===== src/hw/dvb_pkg.sv =====
// Package: register map, field layout and decoded control types for the output path controls
package dvb_pkg;

   // Register indices; the byte address on the bus is four times the index
   localparam logic [7:0] DVB_IDX_RATE_DIV     = 8'h4e;
   localparam logic [7:0] DVB_IDX_DAC_CTRL     = 8'h4f;
   localparam logic [7:0] DVB_IDX_VOLUME_BYPASS_CONTROL   = 8'h54;
   localparam logic [7:0] DVB_IDX_STATUS       = 8'h60;

   // Reset values
   localparam logic [7:0] DVB_RST_RATE_DIV     = 8'h00;
   localparam logic [7:0] DVB_RST_DAC_CTRL     = 8'h00;
   localparam logic [7:0] DVB_RST_VOLUME_BYPASS_CONTROL   = 8'h00;

   // Writable bit masks; reserved bits store nothing and read as zero
   localparam logic [7:0] DVB_MASK_RATE_DIV    = 8'h07;
   localparam logic [7:0] DVB_MASK_DAC_CTRL    = 8'hf8;
   localparam logic [7:0] DVB_MASK_VOLUME_BYPASS_CONTROL  = 8'h3f;

   // Field positions
   localparam int DVB_RATE_HI     = 7;
   localparam int DVB_RATE_LO     = 6;
   localparam int DVB_INTP_HI     = 5;
   localparam int DVB_INTP_LO     = 3;
   localparam int DVB_BY_OUT1     = 5;
   localparam int DVB_BY_OUT0     = 4;
   localparam int DVB_BY_IN_HI    = 3;
   localparam int DVB_RDIV_HI     = 2;

   // Divide factors for the fast-rate divider
   localparam logic [4:0] DVB_DIV_8  = 5'h08;
   localparam logic [4:0] DVB_DIV_9  = 5'h09;
   localparam logic [4:0] DVB_DIV_10 = 5'h0a;
   localparam logic [4:0] DVB_DIV_12 = 5'h0c;
   localparam logic [4:0] DVB_DIV_14 = 5'h0e;
   localparam logic [4:0] DVB_DIV_16 = 5'h10;

   // Core rate selector code that routes the fast divider
   localparam logic [1:0] DVB_CORE_RATE_FAST = 2'h3;

   // DAC decimation factors from the core rate
   localparam logic [3:0] DVB_DEC_CORE    = 4'h1;
   localparam logic [3:0] DVB_DEC_QUARTER = 4'h4;
   localparam logic [3:0] DVB_DEC_EIGHTH  = 4'h8;

   // DAC rate code
   typedef enum logic [1:0]
   {
      DVB_RATE_CORE    = 2'b00,
      DVB_RATE_QUARTER = 2'b01,
      DVB_RATE_EIGHTH  = 2'b10,
      DVB_RATE_RSVD    = 2'b11
   } dvb_rate_e;

   typedef enum logic [2:0]
   {
      DVB_INTP_COMP_BOTH = 3'b000,
      DVB_INTP_ZOH_0     = 3'b001,
      DVB_INTP_ZOH_1     = 3'b010,
      DVB_INTP_ZOH_BOTH  = 3'b011,
      DVB_INTP_LIN_0     = 3'b100,
      DVB_INTP_LIN_1     = 3'b101,
      DVB_INTP_LIN_BOTH  = 3'b110,
      DVB_INTP_UNDEF     = 3'b111
   } dvb_intp_e;

   // Per-channel interpolator kind
   typedef enum logic [1:0]
   {
      DVB_KIND_COMP = 2'b00,
      DVB_KIND_ZOH  = 2'b01,
      DVB_KIND_LIN  = 2'b10
   } dvb_kind_e;

   // Decoded controls handed to the datapath
   typedef struct packed
   {
      logic [4:0] fast_div;
      logic [3:0] dac_rate_div;
      dvb_kind_e  out1_kind;
      dvb_kind_e  out0_kind;
      logic       out1_volume_bypass_control;
      logic       out0_volume_bypass_control;
      logic [3:0] in_volume_bypass_control;
   } dvb_ctrl_s;

   // Controls in reset: divider idle, core rate, compensated filters, volume active on all paths
   localparam dvb_ctrl_s DVB_RST_CTRL = '{fast_div: DVB_DIV_8, dac_rate_div: DVB_DEC_CORE, out1_kind: DVB_KIND_COMP,
                                          out0_kind: DVB_KIND_COMP, default: '0};

endpackage


===== src/hw/dvb_ctrl.sv =====
// Output-path control register bank with classic Wishbone slave
//
// Added by the designer: the Wishbone interface to the registers.
`timescale 1ns/1ps

// Notes on behaviour
// - Fast divider codes 011/100/101 give 12/14/16.
// - DAC rate: core, quarter, eighth; 11 reserved.
// - Interp codes 000-011 select compensated/ZOH per channel.
// - Codes 100-110 linear; others stay compensated.
// - DAC control register resets to zero.
// - Bypass bits 5,4 bypass output channel volume.
// - Bypass bits 3..0 bypass input path volume.
// - Bypass register resets to zero.
module dvb_ctrl
   import dvb_pkg::*;
(
   input  wire logic        CLOCK_IN,
   input  wire logic        ARST_N_IN,
   input  wire logic        WB_CYC_IN,
   input  wire logic        WB_STB_IN,
   input  wire logic        WB_WE_IN,
   input  wire logic [9:0]  WB_ADR_IN,
   input  wire logic [3:0]  WB_SEL_IN,
   input  wire logic [31:0] WB_DAT_IN,
   input  wire logic        CORE_RUN_IN,
   input  wire logic [1:0]  CORE_RATE_SELECT_IN,
   output logic [31:0]      WB_DAT_OUT,
   output logic             WB_ACK_OUT,
   output logic             WB_ERR_OUT,
   output dvb_ctrl_s        CTRL_OUT
);

   logic [7:0]  rate_div_reg;
   logic [7:0]  dac_ctrl;
   logic [7:0]  volume_bypass_control;
   logic [7:0]  next_rate_div_reg;
   logic [7:0]  next_dac_ctrl;
   logic [7:0]  next_volume_bypass_control;
   logic [31:0] next_dat;
   logic        next_ack;
   logic        next_err;
   dvb_ctrl_s   next_ctrl;
   logic        req;
   logic [7:0]  idx;
   logic        hit_rdiv;
   logic        hit_dac;
   logic        hit_byp;
   logic        hit_stat;
   logic [7:0]  status;
   logic        wr_en;
   logic        rd_en;
   logic [7:0]  rd_byte;

   // Fast-rate divider factor from its code
   function automatic logic [4:0] dvb_div_factor(input logic [2:0] code);
      case (code)
         3'b000:  dvb_div_factor = DVB_DIV_8;
         3'b001:  dvb_div_factor = DVB_DIV_9;
         3'b010:  dvb_div_factor = DVB_DIV_10;
         3'b011:  dvb_div_factor = DVB_DIV_12;
         3'b100:  dvb_div_factor = DVB_DIV_14;
         3'b101:  dvb_div_factor = DVB_DIV_16;
         default: dvb_div_factor = DVB_DIV_8;
      endcase
   endfunction

   // Interpolator kind of one channel; sel picks channel one
   function automatic dvb_kind_e dvb_kind(input logic [2:0] code, input logic sel);
      dvb_kind = DVB_KIND_COMP;
      case (dvb_intp_e'(code))
         DVB_INTP_ZOH_0:    dvb_kind = sel ? DVB_KIND_COMP : DVB_KIND_ZOH;
         DVB_INTP_ZOH_1:    dvb_kind = sel ? DVB_KIND_ZOH : DVB_KIND_COMP;
         DVB_INTP_ZOH_BOTH: dvb_kind = DVB_KIND_ZOH;
         DVB_INTP_LIN_0:    dvb_kind = sel ? DVB_KIND_COMP : DVB_KIND_LIN;
         DVB_INTP_LIN_1:    dvb_kind = sel ? DVB_KIND_LIN : DVB_KIND_COMP;
         DVB_INTP_LIN_BOTH: dvb_kind = DVB_KIND_LIN;
         // Undefined code 111 falls back to compensated, the safest filter
         default:           dvb_kind = DVB_KIND_COMP;
      endcase
   endfunction

   assign req      = WB_CYC_IN && WB_STB_IN && !WB_ACK_OUT && !WB_ERR_OUT;
   assign idx      = WB_ADR_IN[9:2];
   assign hit_rdiv = (idx == DVB_IDX_RATE_DIV);
   assign hit_dac  = (idx == DVB_IDX_DAC_CTRL);
   assign hit_byp  = (idx == DVB_IDX_VOLUME_BYPASS_CONTROL);
   assign hit_stat = (idx == DVB_IDX_STATUS);
   assign status   = {5'h00, CORE_RUN_IN, CORE_RATE_SELECT_IN};
   // Only the low byte lane carries a register; the other lanes are ignored
   assign wr_en    = req && WB_WE_IN && WB_SEL_IN[0];
   assign rd_en    = req && !WB_WE_IN;

   // Register file: next values
   always_comb
   begin
      next_rate_div_reg = rate_div_reg;
      next_dac_ctrl     = dac_ctrl;
      next_volume_bypass_control   = volume_bypass_control;
      if (wr_en)
      begin
         // Divider only updates while the core is halted, so a running core never sees a rate step
         if (hit_rdiv && !CORE_RUN_IN)
         begin
            next_rate_div_reg = WB_DAT_IN[7:0] & DVB_MASK_RATE_DIV;
         end
         if (hit_dac)
         begin
            next_dac_ctrl = WB_DAT_IN[7:0] & DVB_MASK_DAC_CTRL;
         end
         if (hit_byp)
         begin
            next_volume_bypass_control = WB_DAT_IN[7:0] & DVB_MASK_VOLUME_BYPASS_CONTROL;
         end
      end
   end

   // Bus answer: one ack or err pulse per request, read data only beside an ack
   always_comb
   begin
      next_ack = 1'b0;
      next_err = 1'b0;
      rd_byte  = 8'h00;
      if (req)
      begin
         next_ack = hit_rdiv || hit_dac || hit_byp || hit_stat;
         // Unmapped words answer with err so software sees a bad address at once
         next_err = !next_ack;
      end
      // Write cycles return zero so stale data never rides an ack
      if (rd_en)
      begin
         if (hit_rdiv)
         begin
            rd_byte = rate_div_reg;
         end
         if (hit_dac)
         begin
            rd_byte = dac_ctrl;
         end
         if (hit_byp)
         begin
            rd_byte = volume_bypass_control;
         end
         if (hit_stat)
         begin
            rd_byte = status;
         end
      end
      next_dat = {24'h00_0000, rd_byte};
   end

   // Control outputs: decoded from the values that the same edge stores
   always_comb
   begin
      // Divider is only meaningful at the fast core rate
      next_ctrl.fast_div = (CORE_RATE_SELECT_IN == DVB_CORE_RATE_FAST)
                           ? dvb_div_factor(next_rate_div_reg[DVB_RDIV_HI:0]) : DVB_DIV_8;
      case (dvb_rate_e'(next_dac_ctrl[DVB_RATE_HI:DVB_RATE_LO]))
         DVB_RATE_CORE:    next_ctrl.dac_rate_div = DVB_DEC_CORE;
         DVB_RATE_QUARTER: next_ctrl.dac_rate_div = DVB_DEC_QUARTER;
         DVB_RATE_EIGHTH:  next_ctrl.dac_rate_div = DVB_DEC_EIGHTH;
         // Reserved code keeps the core rate
         default:          next_ctrl.dac_rate_div = DVB_DEC_CORE;
      endcase
      next_ctrl.out0_kind       = dvb_kind(next_dac_ctrl[DVB_INTP_HI:DVB_INTP_LO], 1'b0);
      next_ctrl.out1_kind       = dvb_kind(next_dac_ctrl[DVB_INTP_HI:DVB_INTP_LO], 1'b1);
      next_ctrl.out1_volume_bypass_control = next_volume_bypass_control[DVB_BY_OUT1];
      next_ctrl.out0_volume_bypass_control = next_volume_bypass_control[DVB_BY_OUT0];
      next_ctrl.in_volume_bypass_control   = next_volume_bypass_control[DVB_BY_IN_HI:0];
   end

   // Register file storage
   always_ff @(posedge CLOCK_IN or negedge ARST_N_IN)
   begin
      if (!ARST_N_IN)
      begin
         rate_div_reg <= DVB_RST_RATE_DIV;
         dac_ctrl     <= DVB_RST_DAC_CTRL;
         volume_bypass_control   <= DVB_RST_VOLUME_BYPASS_CONTROL;
      end
      else
      begin
         rate_div_reg <= next_rate_div_reg;
         dac_ctrl     <= next_dac_ctrl;
         volume_bypass_control   <= next_volume_bypass_control;
      end
   end

   // Answer registers; req masks a standing answer, so ack and err last one cycle
   always_ff @(posedge CLOCK_IN or negedge ARST_N_IN)
   begin
      if (!ARST_N_IN)
      begin
         WB_DAT_OUT <= 32'h0000_0000;
         WB_ACK_OUT <= 1'b0;
         WB_ERR_OUT <= 1'b0;
      end
      else
      begin
         WB_DAT_OUT <= next_dat;
         WB_ACK_OUT <= next_ack;
         WB_ERR_OUT <= next_err;
      end
   end

   // Controls change in the edge of the write, so the datapath never sees a half-applied setting
   always_ff @(posedge CLOCK_IN or negedge ARST_N_IN)
   begin
      if (!ARST_N_IN)
      begin
         CTRL_OUT <= DVB_RST_CTRL;
      end
      else
      begin
         CTRL_OUT <= next_ctrl;
      end
   end

endmodule


===== config.mk =====
export PLATFORM = sky130hd
export DESIGN_NAME = dvb_ctrl
export DESIGN_NICKNAME = d
export VERILOG_FILES = /design/src/hw/dvb_pkg.sv /design/src/hw/dvb_ctrl.sv
export SDC_FILE = /design/constraint.sdc
export NUM_CORES = 1
export LEC_CHECK = 0
export BUFFER_PORTS_ARGS = -buffer_cell sky130_fd_sc_hd__buf_2
export CAP_MARGIN = 20
export CORE_MARGIN = 2
export CORE_UTILIZATION = 25
export CTS_CLUSTER_SIZE = 30
export DETAILED_ROUTE_END_ITERATION = 8
export MAX_ROUTING_LAYER = met4
export SLEW_MARGIN = 20
export SYNTH_ARGS = -nofsm -noshare
export SYNTH_HDL_FRONTEND = slang
export SYNTH_SLANG_ARGS = --single-unit

===== constraint.sdc =====
create_clock -name CLOCK_IN -period 2.7 [get_ports CLOCK_IN]
set_input_delay 0.81 -clock CLOCK_IN [delete_from_list [all_inputs] [get_ports CLOCK_IN]]
set_output_delay 0.81 -clock CLOCK_IN [all_outputs]
set_load 0.02 [all_outputs]

Word-level counts from Yosys, hierarchy flattened
Index checks and enable logic that the tools add are counted.
Cells by class
  reduce and logical (&&, ||, !) cells: 19
  muxes and demuxes: 18
  equality and inequality tests: 18
Operator list (number)
  8-bit two-way mux: 6
  8-bit by 7-bit equality test with 1-bit output (second input constant): 4
  5-bit case mux with 5 select lines: 1
  3-bit equality test (second input constant): 5
  3-bit by 2-bit equality test with 1-bit output (second input constant): 4
  6-bit two-way mux: 2
  3-bit two-way mux: 3
  2-bit case mux with 2 select lines: 2
  4-bit case mux with 2 select lines: 1
  2-bit OR reduction: 4
  1-bit logical AND: 7
  3-bit by 1-bit equality test with 1-bit output (second input constant): 2
  1-bit zero test: 5
  5-bit two-way mux: 1
  2-bit equality test (second input constant): 2
  1-bit logical OR: 3
  2-bit by 1-bit equality test with 1-bit output (second input constant): 1
  1-bit two-way mux: 2
Word-level totals
  output and inout port bits: 53
  word-level logic and storage cells: 68
  input bits: 54
  bits in registers: 43

Logic depth before layout (Yosys ltp)
Gate-level depths: netlist of the first run.
  depth after elaboration: 9
  depth in mapped cells: 6
  mapped depth without buffers: 5

Least setup slack after synthesis of the first run
OpenSTA, ideal clock, no wires.
  kind: in2reg
  start point: input WB_ADR_IN[9]
  end point: register CTRL_OUT[12] (netlist name)
  buffers on the path: 1
  cell stages on the path: 6
  required time: 2.579 ns
  library setup time: 0.121 ns
  arrival time: 2.196 ns
  slack: 0.382 ns
  cell sequence: nand4bb_4 nor4b_4 nand2b_1 buf_2 mux2_2 ha_1
RTL lines
  from (decl): line dvb_ctrl.sv:23  | input wire logic [9:0] WB_ADR_IN,
  to (signal assigned): line dvb_ctrl.sv:216  | CTRL_OUT <= next_ctrl;
  to (decl): line dvb_ctrl.sv:31  | output dvb_ctrl_s CTRL_OUT

==> results of run 1 <==
-- cell usage after synthesis (2+ instances only) --
library cell / instances
nor4bb_1: 2
a22oi_1: 5
nor2b_1: 3
mux2i_1: 8
nand3_1: 3
a21oi_1: 3
nand2_1: 10
nor2_1: 6
and3_1: 3
nand4bb_1: 2
nand2b_1: 10
ha_1: 2
buf_2: 3
nor3_1: 5
mux2_4: 6
xnor2_1: 2
dfstp_2: 2
mux2_2: 11
buf_4: 25
xor2_1: 2
dfrtp_1: 34
nor3b_1: 2
o22ai_1: 2
-- worst max-delay path: cells and delay by family --
family                 cells  cell delay, ns
buffers and inverters      1            0.11
multiplexers               1            0.38
AND/OR/NAND/NOR            3            1.15
-- per-layer routing --
metal / vias to the layer above / part of all wire
met5: - / 0
met4: 0 / 0.025
met3: 9 / 0.073
met2: 53 / 0.47
met1: 650 / 0.43
li1: 641 / -
-- final cells by class --
type / instances / share of cell area
Sequential cell: 36 / 0.389
Multi-Input combinational cell: 122 / 0.387
Timing Repair Buffer: 57 / 0.128
Clock inverter: 1 / 0.00323
Clock buffer: 7 / 0.0372
Tap cell: 102 / 0.0550
-- power breakdown --
part / switching [mW] / total, mW / internal [mW]
combinational: 0.0758 / 0.106 / 0.0300
sequential: 0.00223 / 0.545 / 0.542
clock: 0.186 / 0.393 / 0.207
total: 0.264 / 1.04 / 0.780
-- path summary, 6_finish.rpt --
| kind | start | end | slack, ns | cells after the start |
|---|---|---|---|---|
| max | WB_ADR_IN[9] | CTRL_OUT[15] | 0.40 | 5 |
| min | dac_ctrl[6] | WB_DAT_OUT[6] | 0.53 | 1 |
| max reg2reg | WB_ERR_OUT | CTRL_OUT[15] | 0.63 | 4 |
| min reg2reg | dac_ctrl[6] | WB_DAT_OUT[6] | 0.53 | 1 |
| max in group asynchronous | ARST_N_IN | WB_DAT_OUT[3] | 1.58 | 1 |
| min in group asynchronous | ARST_N_IN | CTRL_OUT[15] | 0.61 | 1 |
-- kinds of logic after synthesis --
| family | synth area share |
|---|---|
| xor+xnor | 0.0182 |
| flops | 0.469 |
| buf+inv | 0.111 |
| fa+ha+maj | 0.0130 |
| other cells | 0.00195 |
| compound gates | 0.0409 |
| simple gates | 0.193 |
| mux | 0.153 |
-- metrics by stage --
| step | power, mW | std cells | area [um^2] | hold slack, ns |
|---|---|---|---|---|
| after floorplan | 0.639 | 187 | 2020 | 0.493 |
| after global placement | 0.659 | 317 | 2230 | 0.522 |
| after detailed placement | 0.661 | 317 | 2230 | 0.523 |
| after CTS | 1.06 | 325 | 2320 | 0.539 |
| after global routing | 1.08 | 325 | 2320 | 0.568 |
| final | 1.04 | 325 | 2320 | 0.533 |
==> impl_metrics.csv, run 1 <==
group,metric,value,unit
run_status,status,"completed",
synthesis,synth_area_leaders,"dfrtp_1 44%, buf_4 9.7%, mux2_2 6.4%, mux2_4 4.7%, mux2i_1 4.2%",
finish,largest_register_ffs,15,
synthesis,yosysTopAreaCell,"dfrtp_1",
worst_setup_path,max_stage_delay,0.60,ns
drt,routed_wl,3.91,mm
sta,slew_viol_final,0,
sta,period_share,0.852,
power,ir_drop,0.000171,V
clock_network,worstSkewPairLatency,0.28,ns
sta,fmax,0.435,GHz
synthesis,synthDistinctLibCells,35,
run,drv_cap,0,
drt,viasPerCell,4.16,
clock_network,cts_tree,"built",
synthesis,netlist_area,1930,um^2
clock_network,clockBufferDepth,2,
finish,regArea,903,um^2
die,dieArea,8420,um^2
finish,final_nets,278,
finish,reg_top3,"CTRL_OUT (15), WB_DAT_OUT (8), dac_ctrl (5)",
synthesis,synth_ff_type,"dfrtp_1",
finish,fill_cells,803,
clock_network,cts_num_sinks,36,
die,die_width,91.8,um
synthesis,synthCells,163,
clock_network,path_clk_slew,0.07,ns
worst_setup_path,cp_slowest_cell,"or3b_1",
drt,drt-initial-drc-count,74,
power,p_per_area,449,nW/um^2
global_routing,gr-total-overflow,0,
die,num_rows,32,
clock_network,cts_hold_buf,0,
synthesis,async_reset_ff_frac,1.00,
clock_network,cts_buffers,5,
die,die_h,91.8,um
synthesis,ys_ff_latch,36,
worst_setup_path,worstPathCellList,"buf_2 > nand4bb_4 > nor4_4 > or3b_1 > mux2_4",
placement,io_buffers,52,
worst_setup_path,critical_path.endpoint_type,"flip-flop",
sta,worst_pin_slew,0.796,ns
global_routing,grt_max_degree,37,
sta,skew,0.00401,ns
global_routing,grt_antenna_before_repair,0,
sta,hold_viol,0,
drt,detail-route-antenna-nets,0,
sta,setup_violations,0,
worst_setup_path,critPathRequiredTime,2.86,ns
sta,setup_ws,0.400,ns
finish,diodes,0,
clock_network,root_buffer,"clkbuf_8",
sta,layout_min_cycle_time,2.30,ns
drt,drc,0,
clock_network,post_cts_resized,0,
finish,multi_input_area,898,um^2
clock_network,cts_setup_buffers,0,
sta,rsz0062_at_grt,"no",
sta,slew_headroom,0.469,
worst_setup_path,worstPathArrival,2.47,ns
global_routing,grtUsageMet2,0.156,
finish,areaGrowthSynthToFinish,20.5,%
worst_setup_path,startpoint_type,"primary input",
synthesis,synth_top_area_frac,0.442,
global_routing,top_usage_layer,"met2",
global_routing,grt_pass1_vias,1315,
synthesis,synth-seq-area-share,0.469,
die,ios,107,
global_routing,grt.total_usage,0.0998,
placement,place_ws,0.123,ns
die,core,7610,um^2
synthesis,avgSynthCellArea,11.8,um^2
worst_setup_path,setup.worst_path.class,"in2reg",
placement,hpwlAfterDp,3.00,mm
worst_setup_path,cp_max_fo,8,
global_routing,met3_usage,0.0296,
finish,final_common_cell,"buf_2",
synthesis,synth-edff-count,0,
placement,gp_congestion,0.861,
global_routing,grt_use_met1,0.118,
worst_hold_path,hp-class,"reg2reg",
drt,drtPass1Iterations,4,
synthesis,yosys_warnings,0,
clock_network,h-tree-depth,2,
finish,final_cell_mix,"52 x buf_2, 34 x dfrtp_1, 25 x conb_1, 11 x mux2_2",
drt,vias,1353,
finish,fin_util,0.305,
power,p_leak,1.22,nW
sta,fin_setup_tns,0,ns
die,initial_core_util,0.253,
global_routing,grt_pass1_wl,6.36,mm
drt,wl_per_cell,12.0,um
finish,top_register,"CTRL_OUT",
finish,drive_above_1_share,0.390,
(Power assumes the default switching activity.)
==> run 2, diff against run 1 <==
Settings changed: CELL_PAD_IN_SITES_DETAIL_PLACEMENT from default to 1, CELL_PAD_IN_SITES_GLOBAL_PLACEMENT from default to 2, PLACE_DENSITY_LB_ADDON from default to 0.1.
==> impl_metrics.csv, run 2 (synthesis results as in run 1) <==
group,metric,value,unit
run_status,status,"completed",
clock_network,cts_hold_buf,0,
finish,design_area,2330,um^2
finish,top_register,"CTRL_OUT",
global_routing,grt_antenna_before_repair,0,
clock_network,clockBufferDepth,2,
placement,hpwlAfterDp,3.53,mm
die,core,7610,um^2
placement,io_buffers,52,
finish,instances_no_fill,325,
worst_setup_path,max_stage_delay,0.40,ns
placement,place_ws,0.102,ns
worst_setup_path,cp_max_fo,8,
power,p_per_area,482,nW/um^2
sta,period_share,0.829,
sta,worst_pin_slew,0.811,ns
sta,fmax,0.447,GHz
sta,skew,0.00336,ns
worst_setup_path,worstPathArrival,2.41,ns
sta,slew_headroom,0.459,
worst_setup_path,critical_path.endpoint_type,"flip-flop",
power,power,1.12,mW
global_routing,grt_pass1_vias,1503,
global_routing,grt.total_usage,0.118,
finish,drive_above_1_share,0.390,
finish,multi_input_area,898,um^2
sta,hold_viol,0,
drt,drt-initial-drc-count,45,
power,p_leak,1.23,nW
clock_network,cts_num_sinks,36,
drt,wl_per_cell,14.1,um
finish,final_common_cell,"buf_2",
finish,regArea,903,um^2
drt,drc,0,
clock_network,cts_buffers,5,
sta,setup_violations,0,
worst_setup_path,worstPathCellList,"buf_2 > nor4bb_1 > nand3_1 > or3b_1 > buf_4 > mux2_4",
power,ir_drop,0.000255,V
worst_setup_path,path_buf_inv,2,
worst_setup_path,critPathRequiredTime,2.87,ns
placement,placed_area,2230,um^2
drt,vias,1358,
worst_hold_path,hp-class,"reg2reg",
run,drv_cap,0,
finish,areaGrowthSynthToFinish,21.2,%
global_routing,grt_max_degree,37,
worst_setup_path,crit_family,"simple AND/OR/NAND/NOR gates",
finish,final_nets,278,
global_routing,grt_pass1_wl,7.67,mm
die,dieArea,8420,um^2
sta,rsz0062_at_grt,"no",
die,num_rows,32,
finish,reg_top3,"CTRL_OUT (15), WB_DAT_OUT (8), dac_ctrl (5)",
clock_network,path_clk_slew,0.08,ns
sta,setup_ws,0.463,ns
clock_network,h-tree-depth,2,
drt,detail-route-antenna-nets,0,
die,die_h,91.8,um
worst_setup_path,startpoint_type,"primary input",
drt,viasPerCell,4.18,
die,ios,107,
drt,drtPass1Iterations,4,
sta,layout_min_cycle_time,2.24,ns
finish,final_cell_mix,"52 x buf_2, 34 x dfrtp_1, 25 x conb_1, 11 x mux2_2",
clock_network,post_cts_resized,0,
clock_network,cts_setup_buffers,0,
drt,routed_wl,4.58,mm
sta,whs,0.551,ns
die,initial_core_util,0.253,
clock_network,root_buffer,"clkbuf_8",
placement,gp_congestion,0.825,
finish,fill_cells,898,
finish,largest_register_ffs,15,
finish,diodes,0,
sta,slew_viol_final,0,
clock_network,cts_tree,"built",
clock_network,worstSkewPairLatency,0.28,ns
sta,fin_setup_tns,0,ns
global_routing,gr-total-overflow,0,
worst_setup_path,setup.worst_path.class,"in2reg",
die,die_width,91.8,um
finish,fin_util,0.307,
placement,dp_cells,317,
worst_setup_path,cp_slowest_cell,"nor4bb_1",
-- run 2: cell count changes in the layout (fill, tap and decap cells not counted) --
cell / previous run / this run
clkbuf_8: 6 / 5
clkinvlp_4: 1 / 0
clkinv_2: 0 / 1
bufinv_16: 0 / 1
-- run 2: worst paths after layout --
path | depth (start not counted) | end | startpoint | slack, ns
max reg2reg | 5 | CTRL_OUT[14] | WB_ERR_OUT | 0.67
min in group asynchronous | 1 | WB_DAT_OUT[7] | ARST_N_IN | 0.61
max in group asynchronous | 1 | rate_div_reg[1] | ARST_N_IN | 1.58
min | 1 | WB_DAT_OUT[7] | dac_ctrl[7] | 0.55
min reg2reg | 1 | WB_DAT_OUT[7] | dac_ctrl[7] | 0.55
max | 6 | CTRL_OUT[14] | WB_STB_IN | 0.46
-- run 2: metal layers --
layer  track usage  part of all wire  vias to the layer above
met4        0.0261            0.0035                        0
li1              -                 -                      637
met2         0.202              0.53                       34
met3        0.0337             0.048                        2
met5             -                 0                        -
met1         0.138              0.42                      685
-- run 2: area by class of cell --
class,count,area share
multi-input combinational,122,0.385
clock buffer,6,0.0311
timing repair buffer,57,0.128
tap,102,0.0547
sequential,36,0.387
clock inverter,2,0.0150
-- run 2: report_power, final --
part | switching [mW] | leakage [nW] | internal (mW)
logic | 0.0772 | 0.683 | 0.0295
registers | 0.00229 | 0.495 | 0.542
clock network | 0.199 | 0.0552 | 0.274
total | 0.279 | 1.23 | 0.846
==> run 3, diff against run 2 <==
Clock period 2.7 ns to 2.1 ns, I/O delays scaled along.
==> impl_metrics.csv, run 3 (synthesis results as in run 1) <==
group,metric,value,unit
run_status,status,"completed",
finish,instances_no_fill,337,
worst_setup_path,regToRegSetupSlack,0.17,ns
drt,vias,1368,
sta,hold_viol,0,
worst_setup_path,setup.worst_path.class,"in2reg",
die,dieArea,8420,um^2
power,p_seq_frac,0.514,
finish,final_common_cell,"buf_2",
drt,routed_wl,4.78,mm
die,initial_core_util,0.253,
global_routing,grt_pass1_vias,1516,
worst_setup_path,worstPathCellList,"buf_2 > nand4bb_4 > nor4_4 > or3b_1 > buf_4 > mux2_4",
power,p_clk_frac,0.373,
die,core,7610,um^2
worst_setup_path,r2r_start,"WB_ERR_OUT",
placement,dp_cells,329,
finish,drive_above_1_share,0.434,
worst_setup_path,max_stage_delay,0.38,ns
placement,io_buffers,52,
worst_setup_path,r2r-end,"CTRL_OUT[14]",
clock_network,cts_hold_buf,0,
worst_setup_path,path_buf_inv,2,
die,num_rows,32,
power,internal_power,1.01,mW
clock_network,path_clk_slew,0.07,ns
clock_network,root_buffer,"clkbuf_8",
power,power,1.36,mW
worst_setup_path,cp_slowest_cell,"or3b_1",
finish,fin_util,0.321,
clock_network,worstSkewPairLatency,0.28,ns
global_routing,grt_max_degree,37,
sta,rsz0062_at_grt,"no",
worst_setup_path,startpoint_type,"primary input",
drt,drc,0,
sta,fmax,0.511,GHz
clock_network,h-tree-depth,2,
power,comb_power_share,0.113,
global_routing,grt_pass1_wl,7.86,mm
global_routing,grt_antenna_before_repair,0,
die,ios,107,
finish,diodes,0,
worst_setup_path,critPathRequiredTime,2.27,ns
drt,wl_per_cell,14.2,um
global_routing,grt.total_usage,0.123,
global_routing,gr-total-overflow,0,
clock_network,clockBufferDepth,2,
sta,skew,0.00659,ns
clock_network,cts_num_sinks,36,
drt,viasPerCell,4.06,
sta,whs,0.389,ns
die,die_h,91.8,um
clock_network,cts_tree,"built",
power,p_sw,353,uW
worst_setup_path,cp_max_fo,8,
worst_setup_path,worstPathArrival,2.13,ns
power,p_leak,1.30,nW
die,die_width,91.8,um
drt,drt-initial-drc-count,37,
power,p_per_area,558,nW/um^2
power,ir_drop,0.000208,V
sta,period_share,0.933,
worst_hold_path,hp-class,"in2async",
power,p_sw_frac,0.259,
clock_network,cts_buffers,5,
finish,reg_top3,"CTRL_OUT (15), WB_DAT_OUT (8), dac_ctrl (5)",
placement,gp_congestion,0.808,
worst_setup_path,r2r_cells,5,
sta,layout_min_cycle_time,1.96,ns
sta,slew_viol_final,0,
drt,detail-route-antenna-nets,0,
drt,drtPass1Iterations,3,
placement,hpwlAfterDp,3.73,mm
finish,final_nets,290,
sta,setup_violations,0,
finish,areaGrowthSynthToFinish,26.8,%
worst_setup_path,critical_path.endpoint_type,"flip-flop",
finish,largest_register_ffs,15,
finish,top_register,"CTRL_OUT",
finish,final_cell_mix,"52 x buf_2, 34 x dfrtp_1, 25 x conb_1, 17 x buf_4",
run,drv_cap,0,
worst_setup_path,crit_family,"simple AND/OR/NAND/NOR gates",
[run 3: worst register-to-register path: cells and delay by family (launching register included)]
| family | cells | cell delay [ns] |
|---|---|---|
| AND/OR/NAND/NOR | 3 | 0.88 |
| flip-flops | 1 | 0.42 |
| buffers and inverters | 1 | 0.20 |
| multiplexers | 1 | 0.31 |
[run 3: cell type report]
type | instances | area (um^2)
Fill cell | 894 | 5170
Clock inverter | 2 | 10.0
Clock buffer | 6 | 82.6
Timing Repair Buffer | 69 | 388
Multi-Input combinational cell | 122 | 930
Tap cell | 102 | 128
Sequential cell | 36 | 903
[run 3: power by group through the flow]
| stage | Combinational, mW | Clock (mW) | Sequential [mW] |
|---|---|---|---|
| after floorplan | 0.106 | 0 | 0.717 |
| after global placement | 0.149 | 0 | 0.713 |
| after detailed placement | 0.153 | 0 | 0.714 |
| after CTS | 0.153 | 0.541 | 0.700 |
| after global routing | 0.169 | 0.572 | 0.701 |
| final | 0.154 | 0.508 | 0.701 |
[run 3: timing repair]
action                                  4_1_cts  5_1_grt
setup buffers                                 0        0
endpoints found under the setup margin        0        9
resized for setup                             0        2
endpoints found under the hold margin         0        0
[run 3: routing by layer]
metal | global-route usage | share of wire | vias up | wire (um)
met1 | 0.146 | 0.44 | 657 | 2090
met2 | 0.203 | 0.51 | 45 | 2430
met5 | - | 0 | - | 0
li1 | - | - | 662 | -
met4 | 0.0361 | 0.0084 | 0 | 40
met3 | 0.0337 | 0.046 | 4 | 220
[run 3: how the worst max path moves through the flow]
stage                             from              end  slack (ns)  depth (start not counted)
after floorplan           WB_ADR_IN[7]     CTRL_OUT[12]       -0.02                          6
after global placement       WB_STB_IN     CTRL_OUT[14]       -0.21                          6
after detailed placement     WB_STB_IN  rate_div_reg[2]       -0.22                          6
after CTS                   WB_ERR_OUT     CTRL_OUT[14]        0.07                          5
after global routing        WB_ERR_OUT     CTRL_OUT[15]        0.05                          5
final                     WB_ADR_IN[7]     CTRL_OUT[14]        0.14                          6
[run 3: through the flow]
| step | worst slack (ns) | setup TNS [ns] | cell area (um^2) |
|---|---|---|---|
| after CTS | 0.0719 | 0 | 2430 |
| after detailed placement | -0.224 | -2.68 | 2330 |
| after global placement | -0.207 | -2.36 | 2330 |
| after global routing | 0.0456 | 0 | 2440 |
| final | 0.141 | 0 | 2440 |
| after floorplan | -0.0165 | -0.0165 | 2040 |
